--- src/logic/ufl_params.svh ---
`ifndef UFL_PARAMS_SVH
`define UFL_PARAMS_SVH
// ----------------------------------------
// register byte addresses
// ----------------------------------------
`define UFL_ADDR_TFL 32'h5000_1080
`define UFL_ADDR_RFL 32'h5000_1084
`define UFL_ADDR_SRR 32'h5000_1088
`define UFL_ADDR_SRTS 32'h5000_108c
// ----------------------------------------
// field positions and widths
// ----------------------------------------
`define UFL_LVL_W 5
`define UFL_SRR_TXF_BIT 2
`define UFL_SRR_RXF_BIT 1
`define UFL_SRR_UR_BIT 0
`define UFL_SRTS_BIT 0
// ----------------------------------------
// reset values and timing counts
// ----------------------------------------
`define UFL_LVL_RST 5'h00
`define UFL_RDATA_RST 32'h0000_0000
`define UFL_RTS_RST 1'h0
`define UFL_URST_W 2
`define UFL_URST_CYCLES 2'h2
`define UFL_FIFO_DEPTH 16
`endif

--- src/logic/ufl_pkg.sv ---
`include "ufl_params.svh"
package ufl_pkg;
    // state of the register front end
    typedef struct packed {
        logic [31:0] rdata;
        logic slverr;
        logic rts_bit;
        logic tx_flush;
        logic rx_flush;
        logic [`UFL_URST_W-1:0] ur_cnt;
    } ufl_regs_type;
    // state of one fill-level counter
    typedef struct packed {
        logic [`UFL_LVL_W-1:0] count;
    } ufl_cnt_type;
    // state of the flow-control output stage
    typedef struct packed {
        logic rts_n;
        logic loop_rts;
    } ufl_rts_type;
endpackage

--- src/logic/ufl_level_cnt.sv ---
`timescale 1ns/1ps
`include "ufl_params.svh"
module ufl_level_cnt
    import ufl_pkg::*;
#(
    parameter int DEPTH = `UFL_FIFO_DEPTH
)
(
    input wire logic clk,
    input wire logic rst,
    input wire logic ce,
    input wire logic push,
    input wire logic pop,
    input wire logic flush,
    output logic [`UFL_LVL_W-1:0] level
);
    // a full fifo must still fit the five-bit level field
    initial
    begin
        if (DEPTH < 1 || DEPTH > 31)
            $error("ufl_level_cnt: depth out of range");
    end

    localparam logic [`UFL_LVL_W-1:0] FULL = DEPTH[`UFL_LVL_W-1:0];

    ufl_cnt_type r;
    ufl_cnt_type next_r;

    // flush beats a push in the same cycle so the fifo really reads empty
    always_comb
    begin
        next_r = r;
        if (flush)
            next_r.count = `UFL_LVL_RST;
        else if (push && !pop && r.count != FULL)
            next_r.count = r.count + 5'h01;
        else if (pop && !push && r.count != `UFL_LVL_RST)
            next_r.count = r.count - 5'h01;
    end

    always_ff @(posedge clk)
    begin
        if (rst)
            r.count <= `UFL_LVL_RST;
        else if (ce)
            r <= next_r;
    end

    assign level = r.count;
endmodule

--- src/logic/ufl_rts_ctrl.sv ---
`timescale 1ns/1ps
module ufl_rts_ctrl
    import ufl_pkg::*;
(
    input wire logic clk,
    input wire logic rst,
    input wire logic ce,
    input wire logic rts_bit,
    input wire logic auto_flow_option,
    input wire logic fifo_en,
    input wire logic loopback,
    input wire logic rx_above_trig,
    output logic rts_n,
    output logic loop_rts
);
    ufl_rts_type r;
    ufl_rts_type next_r;

    // priority: loopback, then threshold throttle, then the stored bit
    always_comb
    begin
        next_r = r;
        next_r.loop_rts = rts_bit;
        if (loopback)
            next_r.rts_n = 1'b1;
        else if (auto_flow_option && fifo_en && rx_above_trig)
            next_r.rts_n = 1'b1;
        else
            next_r.rts_n = !rts_bit;
    end

    // rts_n idles inactive high so the modem never sees a false ready
    always_ff @(posedge clk)
    begin
        if (rst)
        begin
            r.rts_n <= 1'b1;
            r.loop_rts <= 1'b0;
        end
        else if (ce)
            r <= next_r;
    end

    assign rts_n = r.rts_n;
    assign loop_rts = r.loop_rts;
endmodule

--- src/logic/ufl_ctrl.sv ---
`timescale 1ns/1ps
`include "ufl_params.svh"
module ufl_ctrl
    import ufl_pkg::*;
#(
    parameter int TX_DEPTH = `UFL_FIFO_DEPTH,
    parameter int RX_DEPTH = `UFL_FIFO_DEPTH
)
(
    input wire logic CLK,
    input wire logic RST,
    input wire logic CE,
    input wire logic PSEL,
    input wire logic PENABLE,
    input wire logic PWRITE,
    input wire logic [31:0] PADDR,
    input wire logic [31:0] PWDATA,
    output logic [31:0] PRDATA,
    output logic PREADY,
    output logic PSLVERR,
    input wire logic TX_PUSH,
    input wire logic TX_POP,
    input wire logic RX_PUSH,
    input wire logic RX_POP,
    input wire logic MCW_RTS_WE,
    input wire logic MCW_RTS_BIT,
    input wire logic AUTO_FLOW_OPTION,
    input wire logic FIFO_EN,
    input wire logic LOOPBACK,
    input wire logic RX_ABOVE_TRIG,
    output logic MIRRORED_SEND_REQUEST,
    output logic RTS_N,
    output logic LOOP_RTS,
    output logic TX_QUEUE_FLUSH,
    output logic RX_QUEUE_FLUSH,
    output logic PORT_SOFT_RESET
);
    // ----------------------------------------
    // bus decode
    // ----------------------------------------
    logic setup;
    logic acc_wr;
    logic hit_tfl;
    logic hit_rfl;
    logic hit_srr;
    logic hit_srts;
    logic hit_any;
    logic rd_setup;
    logic srr_ur_wr;
    logic soft_rst;
    logic tx_flush_now;
    logic rx_flush_now;
    logic [`UFL_LVL_W-1:0] tx_level;
    logic [`UFL_LVL_W-1:0] rx_level;

    ufl_regs_type r;
    ufl_regs_type next_r;

    // both depths must fit the five-bit level fields
    if (TX_DEPTH < 1 || TX_DEPTH > 31 || RX_DEPTH < 1 || RX_DEPTH > 31)
    begin : g_depth_check
        $error("ufl_ctrl: fifo depth out of range");
    end

    // address compare on the full word; anything else is unmapped
    assign hit_tfl = PADDR == `UFL_ADDR_TFL;
    assign hit_rfl = PADDR == `UFL_ADDR_RFL;
    assign hit_srr = PADDR == `UFL_ADDR_SRR;
    assign hit_srts = PADDR == `UFL_ADDR_SRTS;
    assign setup = PSEL && !PENABLE;
    assign acc_wr = PSEL && PENABLE && PWRITE;
    assign hit_any = hit_tfl || hit_rfl || hit_srr || hit_srts;
    assign rd_setup = CE && setup && !PWRITE;

    // port reset strobe fires in the write cycle itself, not a cycle later
    assign srr_ur_wr = acc_wr && hit_srr && PWDATA[`UFL_SRR_UR_BIT];
    assign soft_rst = r.ur_cnt != `UFL_URST_W'(0);

    // flushes act on the level counters straight away; port reset flushes both
    assign tx_flush_now = (acc_wr && hit_srr && PWDATA[`UFL_SRR_TXF_BIT]) || soft_rst;
    assign rx_flush_now = (acc_wr && hit_srr && PWDATA[`UFL_SRR_RXF_BIT]) || soft_rst;

    // ----------------------------------------
    // register next state
    // ----------------------------------------
    // read data is captured in the setup cycle so the access phase needs
    // no wait state; the level seen is the one at the setup edge
    always_comb
    begin
        next_r = r;
        next_r.tx_flush = 1'b0;
        next_r.rx_flush = 1'b0;
        if (soft_rst)
            next_r.ur_cnt = r.ur_cnt - `UFL_URST_W'(1);
        if (!PSEL)
            next_r.slverr = 1'b0;
        if (setup)
        begin
            next_r.rdata = `UFL_RDATA_RST;
            next_r.slverr = !hit_any;
            if (!PWRITE && hit_tfl)
                next_r.rdata[`UFL_LVL_W-1:0] = tx_level;
            else if (!PWRITE && hit_rfl)
                next_r.rdata[`UFL_LVL_W-1:0] = rx_level;
            else if (!PWRITE && hit_srts)
                next_r.rdata[`UFL_SRTS_BIT] = r.rts_bit;
        end
        // strobe bits are write-only; flush bits are held one cycle, the reset bit loads a two-cycle count, never placed in read data, so they read as zero
        if (acc_wr && hit_srr)
        begin
            next_r.tx_flush = PWDATA[`UFL_SRR_TXF_BIT];
            next_r.rx_flush = PWDATA[`UFL_SRR_RXF_BIT];
            if (PWDATA[`UFL_SRR_UR_BIT])
                next_r.ur_cnt = `UFL_URST_CYCLES;
        end
        // one stored bit for both write paths; the bus write wins a tie
        if (acc_wr && hit_srts)
            next_r.rts_bit = PWDATA[`UFL_SRTS_BIT];
        else if (MCW_RTS_WE)
            next_r.rts_bit = MCW_RTS_BIT;
        if (soft_rst)
            next_r.rts_bit = `UFL_RTS_RST;
    end

    always_ff @(posedge CLK)
    begin
        if (RST)
        begin
            r.rdata <= `UFL_RDATA_RST;
            r.slverr <= 1'b0;
            r.rts_bit <= `UFL_RTS_RST;
            r.tx_flush <= 1'b0;
            r.rx_flush <= 1'b0;
            r.ur_cnt <= `UFL_URST_W'(0);
        end
        else if (CE)
            r <= next_r;
    end

    // ----------------------------------------
    // level counters and flow-control stage
    // ----------------------------------------
    ufl_level_cnt #(
        .DEPTH(TX_DEPTH)
    ) u_tx_level (
        .clk(CLK),
        .rst(RST),
        .ce(CE),
        .push(TX_PUSH),
        .pop(TX_POP),
        .flush(tx_flush_now),
        .level(tx_level)
    );

    ufl_level_cnt #(
        .DEPTH(RX_DEPTH)
    ) u_rx_level (
        .clk(CLK),
        .rst(RST),
        .ce(CE),
        .push(RX_PUSH),
        .pop(RX_POP),
        .flush(rx_flush_now),
        .level(rx_level)
    );

    ufl_rts_ctrl u_rts (
        .clk(CLK),
        .rst(RST || soft_rst),
        .ce(CE),
        .rts_bit(r.rts_bit),
        .auto_flow_option(AUTO_FLOW_OPTION),
        .fifo_en(FIFO_EN),
        .loopback(LOOPBACK),
        .rx_above_trig(RX_ABOVE_TRIG),
        .rts_n(RTS_N),
        .loop_rts(LOOP_RTS)
    );

    // ----------------------------------------
    // outputs
    // ----------------------------------------
    // zero-wait slave: every access completes in its first access cycle
    assign PREADY = 1'b1;
    assign PRDATA = r.rdata;
    assign PSLVERR = r.slverr && PSEL && PENABLE;
    assign MIRRORED_SEND_REQUEST = r.rts_bit;
    assign TX_QUEUE_FLUSH = r.tx_flush;
    assign RX_QUEUE_FLUSH = r.rx_flush;
    // one reset line feeds both clock domains; the serial side must
    // resynchronise its release, since this end only spans the bus clock
    assign PORT_SOFT_RESET = srr_ur_wr || soft_rst;
endmodule

--- config.mk ---
export PLATFORM = sky130hd
export DESIGN_NAME = ufl_ctrl
export DESIGN_NICKNAME = d
export VERILOG_FILES = /design/src/logic/ufl_pkg.sv /design/src/logic/ufl_level_cnt.sv /design/src/logic/ufl_rts_ctrl.sv /design/src/logic/ufl_ctrl.sv
export VERILOG_INCLUDE_DIRS = /design/src /design/src/logic
export SDC_FILE = /design/constraint.sdc
export NUM_CORES = 1
export LEC_CHECK = 0
export BUFFER_PORTS_ARGS = -buffer_cell sky130_fd_sc_hd__buf_2
export CAP_MARGIN = 20
export CORE_MARGIN = 5
export CORE_UTILIZATION = 43
export CTS_BUF_LIST = sky130_fd_sc_hd__clkbuf_16
export CTS_CLUSTER_DIAMETER = 80
export DETAILED_ROUTE_END_ITERATION = 10
export PLACE_DENSITY = 0.8
export SLEW_MARGIN = 15
export SYNTH_ARGS = -nofsm -noshare
export SYNTH_HDL_FRONTEND = slang
export SYNTH_SLANG_ARGS = --single-unit
export TNS_END_PERCENT = 20
--- constraint.sdc ---
create_clock -name CLK -period 2.7 [get_ports CLK]
set_clock_uncertainty 0.1 [all_clocks]
set_input_delay 0.27 -clock CLK [delete_from_list [all_inputs] [get_ports CLK]]
set_output_delay 0.27 -clock CLK [all_outputs]
set_load 0.02 [all_outputs]
==> flow_metrics.py <==
metrics = {
    "run_status": {
        "status": "complete, no violations",
    },
    "final_layout": {
        "drive_gt1_share_pct": 31.6,
        "fillers": 423,
        "mostFrequentLayoutCell": "buf_2",
        "final_cells": 334,
        "final_cell_mix": "62 x buf_2, 28 x conb_1, 23 x dfxtp_1",
        "syn2layout_area_growth_pct": 14.8,
        "antenna_cells": 0,
        "nets": 371,
    },
    "power": {
        "swShare_pct": 36.4,
        "max-vdd-ir-drop_uv": 307,
        "combPwrFrac_pct": 39.7,
        "power.density_nw_per_um2": 587,
        "intPower_uw": 824,
        "p_seq_share_pct": 35.6,
        "p_total_uw": 1300,
        "leakage_uw": 0.00103,
        "switchingPower_uw": 472,
        "p_clk_share_pct": 24.7,
    },
    "routing": {
        "routedWlPerCell_um": 13.7,
        "routed_via_density": 5.10,
        "wl_um": 4560,
        "drc": 0,
        "ant_nets": 0,
        "initialDrtViolationCount": 105,
        "vias": 1704,
        "drt_first_pass_iters": 4,
    },
    "timing": {
        "tightest_slew_ps": 528,
        "tns_ps": 0,
        "whs_ps": 209,
        "drv_slew": 0,
        "max_slew_margin_pct": 64.5,
        "period_minus_slack_ps": 2260,
        "max_freq_mhz": 442,
        "post-route-period-util_pct": 83.8,
        "rsz0062_at_grt": "no",
        "final-setup-viol-count": 0,
        "hold_viol_final": 0,
    },
    "die": {
        "rows": 24,
        "die_y_um": 76.9,
        "dieArea_um2": 5920,
        "die_x_um": 76.9,
        "start_util_pct": 44.2,
        "ios": 120,
        "core_um2": 4350,
    },
    "synthesis": {
        "ys_dominant_reg_cell": "dfxtp_1",
        "synth_area_um2": 1930,
        "yosysUniqueCellTypes": 55,
        "synth_enable_flop_cells": 0,
        "ys_ff_latch": 23,
        "synth-warning-count": 0,
        "ys_seq_area_share_pct": 23.9,
        "syn_inst": 228,
        "synthArstFlopShare_pct": 0,
        "syn_area_per_cell_um2": 8.45,
    },
    "critical_path": {
        "worst_setup_path_start_kind": "register",
        "rr_worst_depth": 9,
        "worst_ep_required_time_ps": 2780,
        "crit_fanout": 6,
        "r2r_end": "u_rx_level.level[4]",
        "r2r_start": "u_rx_level.level[1]",
        "r2r_slack_ps": 440,
        "crit_type": "reg2reg",
        "crit_path_end_kind": "register",
        "arrival_ps": 2350,
    },
    "clocking": {
        "cts_setup_buffers": 0,
        "cts-hold-fix-buffers": 0,
        "clock_latency_ps": 250,
        "clock_path_buffers": 2,
        "cts_num_sinks": 23,
        "clkTransAtPathRegs_ps": 60,
        "cts_tree": "built",
        "htreeDepth": 1,
        "clockRootBuffer": "clkbuf_16",
        "cts_resized": 0,
        "cts_buffers": 3,
    },
    "place": {
        "numPortBuffers": 62,
        "gp_congestion": 0.841,
        "place_inst": 330,
        "hpwl_um": 3780,
    },
    "min_path": {
        "holdPathEnd": "RX_QUEUE_FLUSH",
        "worstHoldStart": "PWDATA[1]",
        "whs_path_depth": 3,
        "holdCritPathClass": "in2reg",
    },
    "global_routing": {
        "grt_pass1_vias": 1749,
        "busiest_layer": "met2",
        "met2_usage_pct": 26.8,
        "antenna_found_initial": 0,
        "grt_max_degree": 18,
        "overflow": 0,
        "grt_pass1_wl_um": 7730,
        "grtUsageTotal_pct": 15.3,
        "met1_usage_pct": 18.4,
        "use_met3_pct": 3.75,
    },
    "job": {
        "drv_cap": 0,
    },
}
per-layer routing:
layer / share of wire, % / routed length, um / vias to the layer above
met2: 52 / 2360 / 44
met5: 0 / 0 / -
li1: - / - / 869
met1: 41 / 1850 / 785
met3: 6.1 / 277 / 6
met4: 1.4 / 65 / 0
worst max-delay path, stage by stage (launching register included):
cell      delay, ps
dfxtp_1         370
nor4_2          400
a21boi_0        180
buf_4           180
fa_1            400
inv_1            70
a21o_1          100
a21oi_1          70
xor2_1          170
o211ai_1        150
area by class of cell:
type                            count  area (um^2)  share of cell area (%)
Clock buffer                        3         75.1                    3.40
Timing Repair Buffer               64          325                    14.7
Tap cell                           52         65.1                    2.94
Multi-Input combinational cell    177         1230                    55.5
Clock inverter                      1         5.00                   0.226
Sequential cell                    23          460                    20.8
Inverter                           14         52.6                    2.38
synthesized netlist by cell type, drive strengths merged, types with 3 or more instances:
| cell | count | area share, % |
|---|---|---|
| a21o | 4 | 1.6 |
| a21oi | 13 | 3.4 |
| a22oi | 5 | 1.9 |
| buf | 36 | 14 |
| clkbuf | 4 | 0.78 |
| dfxtp | 23 | 24 |
| ha | 6 | 3.9 |
| inv | 14 | 2.7 |
| mux2 | 3 | 1.9 |
| nand2 | 17 | 3.3 |
| nand2b | 5 | 1.6 |
| nand3 | 7 | 1.8 |
| nand4 | 4 | 2.9 |
| nor2 | 11 | 2.3 |
| nor2b | 3 | 0.97 |
| nor3 | 3 | 0.78 |
| nor4 | 8 | 4.5 |
| nor4b | 3 | 2.3 |
| o211ai | 8 | 3.1 |
| o21ai | 9 | 2.5 |
| xnor2 | 6 | 2.7 |
| xor2 | 3 | 1.4 |
kinds of logic (layout without fill, tap and decap cells):
group                    Yosys count  in the layout  share of synthesized area (%)
AND/OR/NAND/NOR                   74             74                           26.1
AO/OA/AOI/OAI                     54             54                           19.7
multiplexers                       4              4                           2.47
buffers and inverters             54             82                           17.4
XOR/XNOR                           9              9                           4.09
adder cells (fa/ha/maj)            8              8                           5.98
flip-flops                        23             23                           23.9
other                              2             28                          0.390
registers in the layout, summed over array words and instances, names as in the netlist:
name	cells
u_rts.rts_n	1
u_rts.loop_rts	1
TX_QUEUE_FLUSH	1
u_tx_level.level	5
RX_QUEUE_FLUSH	1
u_rx_level.level	5
r	3
MIRRORED_SEND_REQUEST	1
PRDATA	5
worst max path at each step:
| stage | endpoint | cells past startpoint | from | slack (ps) |
|---|---|---|---|---|
| CTS | u_rx_level.level[4] | 9 | u_rx_level.level[1] | 420 |
| detailed placement | u_rx_level.level[4] | 9 | u_rx_level.level[1] | 450 |
| floorplan | u_tx_level.level[3] | 8 | u_tx_level.level[1] | 620 |
| global route | u_rx_level.level[4] | 9 | u_rx_level.level[1] | 230 |
| global placement | PORT_SOFT_RESET | 6 | PADDR[17] | 490 |
| finish | u_rx_level.level[4] | 9 | u_rx_level.level[1] | 440 |
through the flow:
| stage | area, um^2 | util, % | setup WS [ps] |
|---|---|---|---|
| 2_1_floorplan | 2020 | - | 617 |
| 3_3_place_gp | 2130 | 48.9 | 492 |
| 3_5_place_dp | 2130 | 48.9 | 446 |
| 4_1_cts | 2210 | 50.8 | 423 |
| 5_1_grt | 2210 | 50.8 | 235 |
| 6_report | 2210 | 50.8 | 438 |
power by group through the flow:
stage	registers, uW	clock network (uW)	logic, uW
CTS	458	328	517
global route	467	342	588
detailed placement	465	0	514
floorplan	435	0	433
finish	461	320	515
global placement	463	0	495
Note: power is estimated with default switching activity, not from simulation.
